## config.mk

```make
export PLATFORM = sky130hd
export DESIGN_NAME = cgcc_top
export DESIGN_NICKNAME = d
export VERILOG_FILES = /design/src/cgcc_pkg.sv /design/src/cgcc_top.sv
export SDC_FILE = /design/constraint.sdc
export NUM_CORES = 1
export LEC_CHECK = 0
export BUFFER_PORTS_ARGS = -buffer_cell sky130_fd_sc_hd__buf_2
export CAP_MARGIN = 0
export CELL_PAD_IN_SITES_DETAIL_PLACEMENT = 1
export CELL_PAD_IN_SITES_GLOBAL_PLACEMENT = 2
export CORE_ASPECT_RATIO = 1.1
export CORE_UTILIZATION = 30
export CTS_BUF_LIST = sky130_fd_sc_hd__clkbuf_8
export DETAILED_ROUTE_END_ITERATION = 12
export HOLD_SLACK_MARGIN = 0.05
export PLACE_DENSITY_LB_ADDON = 0.1
export SYNTH_ARGS = -nofsm -noshare
export SYNTH_HDL_FRONTEND = slang
export SYNTH_SLANG_ARGS = --single-unit
```

## constraint.sdc

```tcl
create_clock -name sys_clk -period 4.6 [get_ports sys_clk]
set_input_delay 0.92 -clock sys_clk [delete_from_list [all_inputs] [get_ports sys_clk]]
set_output_delay 0.92 -clock sys_clk [all_outputs]
set_load 0.02 [all_outputs]
```

## src/cgcc_pkg.sv

```systemverilog
/*
 * Shared constants and types of the codec global configuration command block.
 * Assumes a single 100 MHz system clock and a host that speaks the serial command port.
 */
package cgcc_pkg;

    // Command bytes; bit 0 selects read (1) or write (0).
    localparam logic [7:0] CMD_SLOT_WR    = 8'h44;
    localparam logic [7:0] CMD_SLOT_RD    = 8'h45;
    localparam logic [7:0] CMD_CFG_WR     = 8'h46;
    localparam logic [7:0] CMD_CFG_RD     = 8'h47;
    localparam logic [7:0] CMD_CHEN_WR    = 8'h4A;
    localparam logic [7:0] CMD_CHEN_RD    = 8'h4B;
    localparam logic [7:0] CMD_RTD_RD     = 8'h4D;
    localparam logic [7:0] CMD_RTD_CLR    = 8'h4F;
    localparam logic [7:0] CMD_IMPEDANCE_SCALING_COEF_WR    = 8'h50;
    localparam logic [7:0] CMD_IMPEDANCE_SCALING_COEF_RD    = 8'h51;
    localparam logic [7:0] CMD_SLIC_WR    = 8'h52;
    localparam logic [7:0] CMD_SLIC_RD    = 8'h53;
    localparam logic [7:0] CMD_DIR_WR     = 8'h54;
    localparam logic [7:0] CMD_DIR_RD     = 8'h55;

    // Reset values.
    localparam logic [7:0] SLOT_RST       = 8'h00;
    localparam logic [7:0] CFG_RST        = 8'h9A;
    localparam logic [7:0] CHEN_RST       = 8'h0F;
    localparam logic [7:0] IMPEDANCE_SCALING_COEF_RST       = 8'h00;
    localparam logic [7:0] SLIC_RST       = 8'h00;
    localparam logic [4:0] DIR_RST        = 5'h00;

    // Field masks that force reserved bits to read as zero.
    localparam logic [7:0] CHEN_MASK      = 8'h7F;
    localparam logic [7:0] IMPEDANCE_SCALING_COEF_MASK      = 8'h7F;
    localparam logic [7:0] SLIC_MASK      = 8'h3F;

    // Impedance scaling.
    localparam logic [5:0] IMPEDANCE_SCALING_COEF_OFFSET    = 6'h10;
    localparam logic [4:0] IMPEDANCE_SCALING_COEF_LOOPBACK  = 5'h10;
    localparam logic [4:0] IMPEDANCE_SCALING_COEF_CUTOFF    = 5'h00;

    // Master clock frequencies in kHz.
    localparam logic [13:0] FREQ_BASE_A   = 14'h0600;
    localparam logic [13:0] FREQ_BASE_B   = 14'h0608;
    localparam logic [13:0] FREQ_BASE_C   = 14'h0800;

    // Chopper clock: a 2048 kHz rate made from the system clock, then divided.
    localparam int          SYS_CLK_KHZ   = 100000;
    localparam int          CHOP_BASE_KHZ = 2048;
    localparam logic [16:0] CHOP_STEP     = 17'(CHOP_BASE_KHZ);
    localparam logic [16:0] CHOP_WRAP     = 17'(SYS_CLK_KHZ);
    localparam logic [2:0]  CHOP_LAST_SLOW = 3'h7;
    localparam logic [2:0]  CHOP_LAST_FAST = 3'h6;

    // Synchroniser bit positions of the port pins.
    localparam int PIN_DIN  = 0;
    localparam int PIN_SCLK = 1;
    localparam int PIN_CSN  = 2;

    typedef struct packed {
        logic       txBothHighways;
        logic       txLaunchEdge;
        logic [2:0] rxClockSlot;
        logic [2:0] txClockSlot;
    } cgcc_slot_type;

    typedef struct packed {
        logic       irqOutputType;
        logic       chopperRateSel;
        logic       pcmSignalingSel;
        logic       clockSourceSel;
        logic [3:0] masterFreqSel;
    } cgcc_cfg_type;

    typedef struct packed {
        logic       reserved;
        logic       robbedSignalingOn;
        logic       idleOutputStyle;
        logic       lowPowerOn;
        logic [3:0] channelAcceptFlags;
    } cgcc_chen_type;

    typedef struct packed {
        logic       reserved;
        logic       transmitAnalogGain;
        logic       rxAnalogLoss;
        logic [4:0] impedanceScalingCoef;
    } cgcc_impedance_scaling_coef_type;

    typedef struct packed {
        logic [1:0] reserved;
        logic       muxedOutputBOne;
        logic [4:0] slicIo;
    } cgcc_slic_type;

    typedef enum logic [1:0] {
        ST_COMMAND,
        ST_DATA_WRITE,
        ST_DATA_READ,
        ST_IGNORE
    } cgcc_state_type;

endpackage

```

## src/cgcc_top.sv

```systemverilog
/*
 * Command-addressed global configuration and status registers of a four-channel codec,
 * reached over the serial microprocessor port (select, clock, data in, data out).
 * Assumes the port pins are asynchronous to sys_clk and that each clock half period of the
 * host lasts at least eight sys_clk cycles.
 */
// Summary of operation
// Clock-slot register at 44h write, 45h read
// Both-highway bit transmits on A and B
// Launch edge bit picks falling or rising
// Receive and transmit clock slots, three bits each
// Clock-slot access needs an enabled channel
// Interrupt output push-pull or open drain
// Chopper clock 2048 kHz over 8 or 7
// Signaling bit carries signaling on highway
// Clock source pin versus bit clock, E1
// Master frequency code decode, reserved codes
// Configuration commands ignore channel enables
// Robbed-bit signaling only with mu-law
// Idle analog output resistor tie or float
// Low power only while all channels idle
// Four channel enable bits, reset to one
// Real-time read 4Dh keeps, 4Fh clears
// Real-time byte interleaves A and B inputs
// Transmit gain and receive loss 6.02 dB
// Scaling gain 0.0625 times field minus 16
// Field 16 loopback, zero means cutoff
// Output latch driven only on output pins
// Muxed second output only with E1 mode
// Per-pin direction bits, input after reset
// Host writes zeros to reserved bits
`timescale 1ns/1ps

module cgcc_top
    import cgcc_pkg::*;
(
    // Clock and reset
    input  wire logic        sys_clk,
    input  wire logic        resetn,
    // Serial command port
    input  wire logic        portSelectN,
    input  wire logic        portClock,
    input  wire logic        portDataIn,
    output logic             portDataOut,
    output logic             portDataOutEnN,
    // Device state seen by this block
    input  wire logic        muLawSelected,
    input  wire logic [3:0]  channelActive,
    input  wire logic        e1MuxEnable,
    input  wire logic [3:0]  debouncedInputA,
    input  wire logic [3:0]  secondInputB,
    // SLIC I/O pins
    input  wire logic [4:0]  slicIoIn,
    output logic      [4:0]  slicIoOut,
    output logic      [4:0]  slicIoEnN,
    output logic             muxedOutputB,
    // PCM and clock controls
    output logic             txBothHighways,
    output logic             txLaunchRising,
    output logic      [2:0]  rxClockSlot,
    output logic      [2:0]  txClockSlot,
    output logic             irqOpenDrain,
    output logic             pcmSignalingOn,
    output logic             masterFromBitClock,
    output logic             e1MuxPermitted,
    output logic      [13:0] masterFreqKhz,
    output logic             masterFreqValid,
    output logic             chopperClk,
    output logic             chopperTick,
    // Channel and analog controls
    output logic      [3:0]  channelAcceptFlags,
    output logic             robbedSignalingActive,
    output logic             lowPowerActive,
    output logic      [3:0]  analogOutputToRef,
    output logic      [3:0]  analogOutputHiZ,
    output logic             txGainBoost,
    output logic             rxLossInsert,
    output logic signed [5:0] aisnGainSteps,
    output logic             aisnCutoff,
    output logic             digitalLoopback,
    output logic             irqClearPulse
);

    // Plain decimal kHz of the decoded master clock; zero for reserved codes.
    function automatic logic [13:0] freqDecode(input logic [3:0] code);
        logic [13:0] base;
        base = 14'h0000;
        unique case (code[1:0])
            2'h0: base = FREQ_BASE_A;
            2'h1: base = FREQ_BASE_B;
            2'h2: base = FREQ_BASE_C;
            2'h3: base = 14'h0000;
        endcase
        unique case (code[3:2])
            2'h0: freqDecode = base;
            2'h1: freqDecode = base << 1;
            2'h2: freqDecode = base << 2;
            2'h3: freqDecode = 14'h0000;
        endcase
    endfunction

    // Which phase follows a command byte.
    function automatic cgcc_state_type cmdPhase(input logic [7:0] cmd, input logic chanOk);
        unique case (cmd)
            CMD_SLOT_WR:                          cmdPhase = chanOk ? ST_DATA_WRITE : ST_IGNORE;
            CMD_SLOT_RD:                          cmdPhase = chanOk ? ST_DATA_READ : ST_IGNORE;
            CMD_CFG_WR, CMD_CHEN_WR, CMD_IMPEDANCE_SCALING_COEF_WR,
            CMD_SLIC_WR, CMD_DIR_WR:              cmdPhase = ST_DATA_WRITE;
            CMD_CFG_RD, CMD_CHEN_RD, CMD_IMPEDANCE_SCALING_COEF_RD,
            CMD_SLIC_RD, CMD_DIR_RD,
            CMD_RTD_RD, CMD_RTD_CLR:              cmdPhase = ST_DATA_READ;
            default:                              cmdPhase = ST_COMMAND;
        endcase
    endfunction

    cgcc_slot_type  slotReg;
    cgcc_cfg_type   cfgReg;
    cgcc_chen_type  chenReg;
    cgcc_impedance_scaling_coef_type  aisnReg;
    cgcc_slic_type  slicReg;
    logic [4:0]     dirReg;
    cgcc_state_type stateReg;
    cgcc_state_type phaseNext;
    logic [7:0]     cmdReg;
    logic [2:0]     pinS1;
    logic [2:0]     pinS2;
    logic [2:0]     pinS3;
    logic [2:0]     pinLvl;
    logic           sclkPrev;
    logic [2:0]     bitCnt;
    logic [6:0]     shiftIn;
    logic [6:0]     txShift;
    logic           skipFall;
    logic           selected;
    logic           sclkRise;
    logic           sclkFall;
    logic           byteDone;
    logic [7:0]     byteValue;
    logic           cmdDone;
    logic           writeStrobe;
    logic [7:0]     rtdValue;
    logic [7:0]     readValue;
    logic [16:0]    chopAcc;
    logic [2:0]     chopCnt;
    logic [16:0]    chopSum;
    logic           baseTick;

    // Three-stage synchroniser; a level is accepted once stages two and three agree.
    always_ff @(posedge sys_clk)
    begin
        if (!resetn)
        begin
            pinS1    <= 3'h7;
            pinS2    <= 3'h7;
            pinS3    <= 3'h7;
            pinLvl   <= 3'h7;
            sclkPrev <= 1'b1;
        end
        else
        begin
            pinS1    <= {portSelectN, portClock, portDataIn};
            pinS2    <= pinS1;
            pinS3    <= pinS2;
            for (int i = 0; i < 3; i++)
            begin
                if (pinS2[i] == pinS3[i])
                begin
                    pinLvl[i] <= pinS3[i];
                end
            end
            sclkPrev <= pinLvl[PIN_SCLK];
        end
    end

    assign selected    = ~pinLvl[PIN_CSN];
    assign sclkRise    = selected & pinLvl[PIN_SCLK] & ~sclkPrev;
    assign sclkFall    = selected & ~pinLvl[PIN_SCLK] & sclkPrev;
    assign byteDone    = sclkRise & (bitCnt == 3'h7);
    assign byteValue   = {shiftIn, pinLvl[PIN_DIN]};
    assign cmdDone     = byteDone & (stateReg == ST_COMMAND);
    assign writeStrobe = byteDone & (stateReg == ST_DATA_WRITE);
    assign phaseNext   = cmdPhase(byteValue, |chenReg.channelAcceptFlags);

    // Bits are taken MSB first on the rising port clock; deselecting drops a partial byte.
    always_ff @(posedge sys_clk)
    begin
        if (!resetn || !selected)
        begin
            bitCnt  <= 3'h0;
            shiftIn <= 7'h00;
        end
        else if (sclkRise)
        begin
            bitCnt  <= bitCnt + 3'h1;
            shiftIn <= byteValue[6:0];
        end
    end

    // Every mapped command carries exactly one data byte.
    always_ff @(posedge sys_clk)
    begin
        if (!resetn || !selected)
        begin
            stateReg <= ST_COMMAND;
        end
        else if (byteDone)
        begin
            unique case (stateReg)
                ST_COMMAND:    stateReg <= phaseNext;
                ST_DATA_WRITE: stateReg <= ST_COMMAND;
                ST_DATA_READ:  stateReg <= ST_COMMAND;
                ST_IGNORE:     stateReg <= ST_COMMAND;
            endcase
        end
    end

    always_ff @(posedge sys_clk)
    begin
        if (!resetn)
        begin
            cmdReg <= 8'h00;
        end
        else if (cmdDone)
        begin
            cmdReg <= byteValue;
        end
    end

    // Register writes on the last data bit.
    always_ff @(posedge sys_clk)
    begin
        if (!resetn)
        begin
            slotReg <= cgcc_slot_type'(SLOT_RST);
            cfgReg  <= cgcc_cfg_type'(CFG_RST);
            chenReg <= cgcc_chen_type'(CHEN_RST);
            aisnReg <= cgcc_impedance_scaling_coef_type'(IMPEDANCE_SCALING_COEF_RST);
            slicReg <= cgcc_slic_type'(SLIC_RST);
            dirReg  <= DIR_RST;
        end
        else if (writeStrobe)
        begin
            unique case (cmdReg)
                CMD_SLOT_WR: slotReg <= cgcc_slot_type'(byteValue);
                CMD_CFG_WR:  cfgReg  <= cgcc_cfg_type'(byteValue);
                CMD_CHEN_WR: chenReg <= cgcc_chen_type'(byteValue & CHEN_MASK);
                CMD_IMPEDANCE_SCALING_COEF_WR: aisnReg <= cgcc_impedance_scaling_coef_type'(byteValue & IMPEDANCE_SCALING_COEF_MASK);
                CMD_SLIC_WR: slicReg <= cgcc_slic_type'(byteValue & SLIC_MASK);
                CMD_DIR_WR:  dirReg  <= byteValue[4:0];
                default:     dirReg  <= dirReg;
            endcase
        end
    end

    // Real-time byte: channel y puts input A at bit 2y and input B just above it.
    always_comb
    begin
        rtdValue = 8'h00;
        for (int y = 0; y < 4; y++)
        begin
            rtdValue[2 * y]     = debouncedInputA[y];
            rtdValue[2 * y + 1] = secondInputB[y];
        end
    end

    always_comb
    begin
        unique case (byteValue)
            CMD_SLOT_RD:             readValue = slotReg;
            CMD_CFG_RD:              readValue = cfgReg;
            CMD_CHEN_RD:             readValue = chenReg & CHEN_MASK;
            CMD_IMPEDANCE_SCALING_COEF_RD:             readValue = aisnReg & IMPEDANCE_SCALING_COEF_MASK;
            CMD_SLIC_RD:             readValue = slicReg & SLIC_MASK;
            CMD_DIR_RD:              readValue = {3'h0, dirReg};
            CMD_RTD_RD, CMD_RTD_CLR: readValue = rtdValue;
            default:                 readValue = 8'h00;
        endcase
    end

    // Read data is loaded at the command's last bit and moves on falling port clocks, so the
    // first bit is already valid when the host samples on its first rising clock.
    always_ff @(posedge sys_clk)
    begin
        if (!resetn || !selected)
        begin
            txShift        <= 7'h00;
            skipFall       <= 1'b0;
            portDataOut    <= 1'b0;
            portDataOutEnN <= 1'b1;
        end
        else if (cmdDone && phaseNext == ST_DATA_READ)
        begin
            txShift        <= readValue[6:0];
            portDataOut    <= readValue[7];
            portDataOutEnN <= 1'b0;
            skipFall       <= 1'b1;
        end
        else if (byteDone && stateReg == ST_DATA_READ)
        begin
            portDataOutEnN <= 1'b1;
        end
        else if (sclkFall && stateReg == ST_DATA_READ)
        begin
            if (skipFall)
            begin
                skipFall <= 1'b0;
            end
            else
            begin
                portDataOut <= txShift[6];
                txShift     <= {txShift[5:0], 1'b0};
            end
        end
    end

    always_ff @(posedge sys_clk)
    begin
        if (!resetn)
        begin
            irqClearPulse <= 1'b0;
        end
        else
        begin
            irqClearPulse <= cmdDone && byteValue == CMD_RTD_CLR;
        end
    end

    // Chopper: a fractional accumulator gives 2048 kHz ticks, then a divide by 8 or 7.
    assign chopSum  = chopAcc + CHOP_STEP;
    assign baseTick = chopSum >= CHOP_WRAP;

    always_ff @(posedge sys_clk)
    begin
        if (!resetn)
        begin
            chopAcc     <= 17'h00000;
            chopCnt     <= 3'h0;
            chopperClk  <= 1'b0;
            chopperTick <= 1'b0;
        end
        else
        begin
            chopAcc     <= baseTick ? chopSum - CHOP_WRAP : chopSum;
            chopperTick <= 1'b0;
            if (baseTick)
            begin
                if (chopCnt >= (cfgReg.chopperRateSel ? CHOP_LAST_FAST : CHOP_LAST_SLOW))
                begin
                    chopCnt     <= 3'h0;
                    chopperTick <= 1'b1;
                end
                else
                begin
                    chopCnt <= chopCnt + 3'h1;
                end
                chopperClk <= chopCnt < 3'h3;
            end
        end
    end

    // PCM and global clock controls.
    always_ff @(posedge sys_clk)
    begin
        if (!resetn)
        begin
            txBothHighways     <= 1'b0;
            txLaunchRising     <= 1'b0;
            rxClockSlot        <= 3'h0;
            txClockSlot        <= 3'h0;
            irqOpenDrain       <= 1'b1;
            pcmSignalingOn     <= 1'b0;
            masterFromBitClock <= 1'b1;
            e1MuxPermitted     <= 1'b0;
            masterFreqKhz      <= 14'h0000;
            masterFreqValid    <= 1'b0;
        end
        else
        begin
            txBothHighways     <= slotReg.txBothHighways;
            txLaunchRising     <= slotReg.txLaunchEdge;
            rxClockSlot        <= slotReg.rxClockSlot;
            txClockSlot        <= slotReg.txClockSlot;
            irqOpenDrain       <= cfgReg.irqOutputType;
            pcmSignalingOn     <= cfgReg.pcmSignalingSel;
            masterFromBitClock <= cfgReg.clockSourceSel;
            e1MuxPermitted     <= cfgReg.clockSourceSel & e1MuxEnable;
            masterFreqKhz      <= freqDecode(cfgReg.masterFreqSel);
            masterFreqValid    <= freqDecode(cfgReg.masterFreqSel) != 14'h0000;
        end
    end

    // Channel and analog controls.
    always_ff @(posedge sys_clk)
    begin
        if (!resetn)
        begin
            channelAcceptFlags    <= 4'hF;
            robbedSignalingActive <= 1'b0;
            lowPowerActive        <= 1'b0;
            analogOutputToRef     <= 4'hF;
            analogOutputHiZ       <= 4'h0;
            txGainBoost           <= 1'b0;
            rxLossInsert          <= 1'b0;
            aisnGainSteps         <= 6'sh00;
            aisnCutoff            <= 1'b1;
            digitalLoopback       <= 1'b0;
        end
        else
        begin
            channelAcceptFlags    <= chenReg.channelAcceptFlags;
            robbedSignalingActive <= chenReg.robbedSignalingOn & muLawSelected;
            lowPowerActive        <= chenReg.lowPowerOn & ~|channelActive;
            analogOutputToRef     <= ~channelActive & {4{~chenReg.idleOutputStyle}};
            analogOutputHiZ       <= ~channelActive & {4{chenReg.idleOutputStyle}};
            txGainBoost           <= aisnReg.transmitAnalogGain;
            rxLossInsert          <= aisnReg.rxAnalogLoss;
            // A zero field cuts the path, so the formula is not applied to it.
            if (aisnReg.impedanceScalingCoef == IMPEDANCE_SCALING_COEF_CUTOFF)
            begin
                aisnGainSteps <= 6'sh00;
            end
            else
            begin
                aisnGainSteps <= $signed({1'b0, aisnReg.impedanceScalingCoef} - IMPEDANCE_SCALING_COEF_OFFSET);
            end
            aisnCutoff            <= aisnReg.impedanceScalingCoef == IMPEDANCE_SCALING_COEF_CUTOFF;
            digitalLoopback       <= aisnReg.impedanceScalingCoef == IMPEDANCE_SCALING_COEF_LOOPBACK;
        end
    end

    // SLIC pins; input-configured pins are released and their output bits held at zero.
    always_ff @(posedge sys_clk)
    begin
        if (!resetn)
        begin
            slicIoOut    <= 5'h00;
            slicIoEnN    <= 5'h1F;
            muxedOutputB <= 1'b0;
        end
        else
        begin
            slicIoOut    <= slicReg.slicIo & dirReg;
            slicIoEnN    <= ~dirReg;
            muxedOutputB <= slicReg.muxedOutputBOne & e1MuxEnable;
        end
    end
endmodule

```

* Word level (Yosys, flattened, before mapping)
Index checks and enable logic that the tools add are counted.
** Word-level totals
- Register bits :: 169
- Logic and storage cells :: 183
** Cells by class
- Add/sub/neg operators :: 5
- $lt $le $gt $ge :: 3
- Equality and inequality tests :: 37
- Muxes and demuxes :: 25
- Bitwise logic cells :: 21
- Reductions and logical operators :: 30
** Operators with widths (number)
- 8-bit by 7-bit equality test with 1-bit output, second input constant :: 20
- 14-bit case mux with 4 select lines :: 2
- 8-bit case mux with 7 select lines :: 1
- 7-bit two-way mux :: 4
- 17-bit by 12-bit adder with 17-bit output, second input constant :: 1
- 17-bit greater-or-equal comparator, second input constant :: 1
- 17-bit two-way mux :: 1
- 17-bit subtractor, second input constant :: 1
- 2-bit AND reduction :: 8
- 2-bit equality test, second input constant :: 7
- 14-bit two-way mux :: 1
- 14-bit nonzero test :: 1
- 1-bit two-way mux :: 12
- 1-bit AND :: 11
- 4-bit AND :: 2
- 2-bit case mux with 4 select lines :: 1
- 4-bit OR reduction :: 2
- 7-bit OR reduction :: 1
- 3-bit by 1-bit adder with 3-bit output, second input constant :: 2
- 2-bit by 1-bit equality test with 1-bit output, second input constant :: 3
- 2-bit zero test :: 3
- 5-bit by 5-bit subtractor with 6-bit output, second input constant :: 1
- 5-bit AND :: 1
- 5-bit equality test, second input constant :: 1
- 21 further kinds :: 33

* Longest topological paths before layout
- Depth in word-level cells :: 8
- Mapped depth :: 9
- Depth with buffers taken out :: 7

* Worst setup path after synthesis
OpenSTA, ideal clock, no wires.
- Path kind :: register to register
- Start :: register bitCnt[0]
- End :: register slicReg[0] (netlist name)
- Arrival time :: 1.945 ns
- Path slack :: 2.527 ns
- Stages on the path, launching flop included :: 9
- Path buffers :: 1
- Clock period less this slack :: 2.073 ns
- Path through :: dfxtp_1 -> ha_1 -> ha_1 -> nor2b_1 -> nand4_4 -> or4b_1 -> buf_2 -> mux2i_1 -> nor2_1
** On the way
- Longest elaborated chain between the ends :: 4
** RTL lines
- from (decl) :: line cgcc_top.sv:130 : logic [2:0] bitCnt;
- from (signal assigned) :: line cgcc_top.sv:194 : bitCnt <= bitCnt + 3'h1;
- 3-bit equality test :: line cgcc_top.sv:178 : assign byteDone = sclkRise & (bitCnt == 3'h7);
- 1-bit AND :: line cgcc_top.sv:178
- 1-bit AND :: line cgcc_top.sv:181 : assign writeStrobe = byteDone & (stateReg == ST_DATA_WRITE);
- 2-bit AND reduction (no source line)
- to (signal assigned) :: line cgcc_top.sv:238 : slicReg <= cgcc_slic_type'(SLIC_RST);
- to (signal assigned) :: line cgcc_top.sv:248 : CMD_SLIC_WR: slicReg <= cgcc_slic_type'(byteValue & SLIC_MASK);
- to (decl) :: line cgcc_top.sv:120 : cgcc_slic_type slicReg;
No other way between the ends.
A chain may end at the register's enable or synchronous reset.

* Worst setup path after layout
- Start :: register bitCnt[0]
- End :: register aisnReg[6] (netlist name)
** On the way
- Longest elaborated chain between the ends :: 4
** RTL lines
- 3-bit equality test :: line cgcc_top.sv:178
- 1-bit AND :: line cgcc_top.sv:178
- 1-bit AND :: line cgcc_top.sv:181
- 2-bit AND reduction (no source line)
- to (signal assigned) :: line cgcc_top.sv:237 : aisnReg <= cgcc_impedance_scaling_coef_type'(IMPEDANCE_SCALING_COEF_RST);
- to (signal assigned) :: line cgcc_top.sv:247 : CMD_IMPEDANCE_SCALING_COEF_WR: aisnReg <= cgcc_impedance_scaling_coef_type'(byteValue & IMPEDANCE_SCALING_COEF ...
- to (decl) :: line cgcc_top.sv:119 : cgcc_impedance_scaling_coef_type aisnReg;
No other way between the ends.

==> results.md <==
* Outcome: finished, final reports clean
* Slew margin rel. at 21.3%
* Syn Inst Count at 681
* Hold Crit Start: pinS1[0]$_SDFF_PN1_
* Maximum fanout along the worst path at 12
* Worst-Margin Slew at 1.17 ns
* DRT iter0 DRCs at 158
* Clk root buf: clkbuf_8
* Skew-Pair Late Insertion Delay at 0.46 ns
* Top cells by area, synth: dfxtp_1 (49%), mux2i_1 (8.3%), nand2_1 (3.8%)
* R2R depth at 7
* Vias in the first global route at 5259
* Worst reg2reg path endpoint: aisnReg[6]$_SDFFE_PN0P_
* Startpoint Class: flip-flop
* Reg2reg start: bitCnt[0]$_SDFFE_PP0P_
* Data arrival, critical path at 3.01 ns
* Fin. Hold Viols at 0
* Post-synth EDFFs at 0
* Synth area leader: dfxtp_1
* Min-Delay Path Depth at 1
* Setup crit end kind: flip-flop
* Synth cell types at 67
* Vias at 5035
* Tcrit/Tclk final at 58.8%
* CTS tree: done
* Synth Warn # at 0
* Number of synthesized register bits at 157
* Die X at 141 microns
* Die Y-Extent at 155 microns
* Static Leakage at 0.00305 uW
* Critical path buffers and inverters at 0
* Post-synthesis cell area at 6370 sq um
* Final #Nets at 768
* Top FF cell, synth: dfxtp_1
* DR pass1 iterations at 4
* Crit-path cells: ha_1 > ha_1 > nor2b_1 > nand4_4 > nor4_2 > mux2i_1 > nor2_1
* Wire length per cell at 17.4 microns
* TritonCTS Buffers at 17
* Max Root-Sink Buffers at 2
* Drt total wl at 18000 microns
* Hold buffers post-CTS at 0
* Layout cells sized above 1 at 17.6%
* RSZ-0062 raised after global routing: false
* Max-slew violation count at 0
* Top Ports at 91
* Max H-tree Level at 4
* FFs w/ async S/R, synth at 0%
* Register area share after synthesis at 49.3%
* Reg2Reg Setup Slack at 1.89 ns
* Detailed Place HPWL at 12500 microns
* Tot GR Track Use at 17.3%
* Largest net degree at the start of global routing at 61
* Class of the worst hold path: reg2reg
* Multi-input logic area at 2920 sq um
* Syn Area/Cell at 9.36 sq um
* Cell area power density at 342 nW/um^2
* Cell family with most CP delay: simple AND/OR/NAND/NOR gates
* I/O Buffers at 79
* Final setup violation count at 0
* Most common cell on crit path: ha_1
* Crit path required time at 4.91 ns
* Clock Pin Slew Worst Setup and Hold Paths at 0.10 ns
* Slowest CP cell: nor4_2
* Grt total ovfl at 0
* WS Path Type: reg2reg
* Layout area overhead at 15.4%
* # fillers at 2419
* Hold Path Sink: pinS2[0]$_SDFF_PN1_
* Vias/cell at 4.87
* Worst VDD drop at 0.189 mV
* DRC Markers at 0
* First-pass GRT wire length at 29000 microns
* TNS Setup at 0 ns
* Total power at 2520 uW
* Max-cap check violation count at 0
* Ant. Diodes at 0
* Clock sinks at 157
* Register Area at 3140 sq um
* Clk_skew at 0.0151 ns
* Minimum clock period at 2.71 ns
* Worst path depth at 7
* CP max stage delay at 0.98 ns
* Number of antenna violations at the first check in global routing at 1
* CORE AREA at 20700 sq um
* Initial core utilization at 30.8%
* Antenna viol nets, final at 0
* Row count at 55
* GPL Wtd Cong at 0.760
* Top cell type's share of synthesized area at 49.3%
* CTS resizes at 0
* DIE AREA at 21800 sq um
* Setup bufs post-CTS at 0
* Fmax achieved at 0.369 GHz
## how the worst max path moves through the flow
stage,from,end,slack (ns)
2_1_floorplan,bitCnt[0]$_SDFFE_PP0P_,slicReg[0]$_SDFFE_PN0P_,2.53
3_3_place_gp,resetn,bitCnt[1]$_SDFFE_PP0P_,1.80
3_5_place_dp,resetn,bitCnt[1]$_SDFFE_PP0P_,1.83
4_1_cts,bitCnt[0]$_SDFFE_PP0P_,aisnReg[6]$_SDFFE_PN0P_,1.84
5_1_grt,bitCnt[0]$_SDFFE_PP0P_,aisnReg[4]$_SDFFE_PN0P_,1.62
6_report,bitCnt[0]$_SDFFE_PP0P_,aisnReg[6]$_SDFFE_PN0P_,1.89
## through the flow
| stage | instance area [sq um] | std cells | utilization (%) | hold WS, ns | setup WS, ns |
|---|---|---|---|---|---|
| 2_1_floorplan | 6390 | 686 | - | 0.379 | 2.53 |
| 3_3_place_gp | 6950 | 1002 | 33.5 | 0.389 | 1.80 |
| 3_5_place_dp | 6950 | 1002 | 33.5 | 0.403 | 1.83 |
| 4_1_cts | 7350 | 1033 | 35.5 | 0.429 | 1.84 |
| 5_1_grt | 7350 | 1033 | 35.5 | 0.447 | 1.62 |
| 6_report | 7350 | 1033 | 35.5 | 0.423 | 1.89 |
## cell families (layout without fill, tap and decap cells)
family	Yosys count	in the layout	share of synthesized area [%]
AO/OA/AOI/OAI	120	120	12.2
XOR/XNOR	5	5	0.687
adder cells (fa/ha/maj)	8	8	1.57
buffers and inverters	75	137	5.10
flip-flops	157	157	49.3
multiplexers	53	53	8.32
other	1	6	0.0588
AND/OR/NAND/NOR	262	262	22.7
## cells in the final DEF (no fill, tap or decap), types with 6 or more instances in the layout
cell        n
a211oi_1   13
a21oi_1    27
and2_1      7
and3_1     14
buf_2      79
buf_4       7
clkbuf_8   17
conb_1      6
dfxtp_1   157
ha_1        8
inv_1      19
mux2i_1    53
nand2_1    65
nand2b_1   26
nand3_1    30
nand3b_1    7
nor2_1     51
nor3_1     12
o21ai_0    40
o31ai_1     8
or4_1       7
## synth_stat cells, types with 4 or more instances
library cell	count
dfxtp_1	157
nand2_1	65
mux2i_1	53
nor2_1	51
o21ai_0	40
clkbuf_1	34
nand3_1	30
a21oi_1	27
nand2b_1	26
inv_1	19
and3_1	14
a211oi_1	13
nor3_1	12
buf_2	8
ha_1	8
o31ai_1	8
and2_1	7
buf_4	7
nand3b_1	7
or4_1	7
buf_1	5
nor2b_1	5
nor4_1	5
o22ai_1	4
## metal layers
| metal | track usage, % | routed length (microns) |
|---|---|---|
| met4 | 5.85 | 192 |
| met2 | 29.0 | 8680 |
| met5 | 0 | 0 |
| met3 | 2.95 | 482 |
| met1 | 22.4 | 8640 |
## cell type report
cell class,count,share of cell area [%]
well taps,285,4.85
inverters,20,1.02
clock inverters,14,2.35
multi-input cells,454,39.8
flip-flops and latches,157,42.7
repair buffers,86,6.09
clock buffers,17,3.18
## registers in the layout, indices dropped and copies added (netlist names), 4 cells and up
signal              cells
aisnGainSteps           5
analogOutputHiZ         4
slotReg                 8
aisnReg                 7
shiftIn                 7
chenReg                 7
txShift                 7
chopAcc                12
analogOutputToRef       4
cmdReg                  8
masterFreqKhz           8
channelAcceptFlags      4
cfgReg                  8
slicIoOut               5
dirReg                  5
slicIoEnN               5
slicReg                 6
## where the power goes
part	internal [uW]	switching [uW]	total [uW]	leakage (uW)
logic	17.9	45.0	63.0	0.00157
clock network	503	577	1080	0.000202
registers	1370	6.21	1370	0.00127
Power figures use the tool's default switching activity.
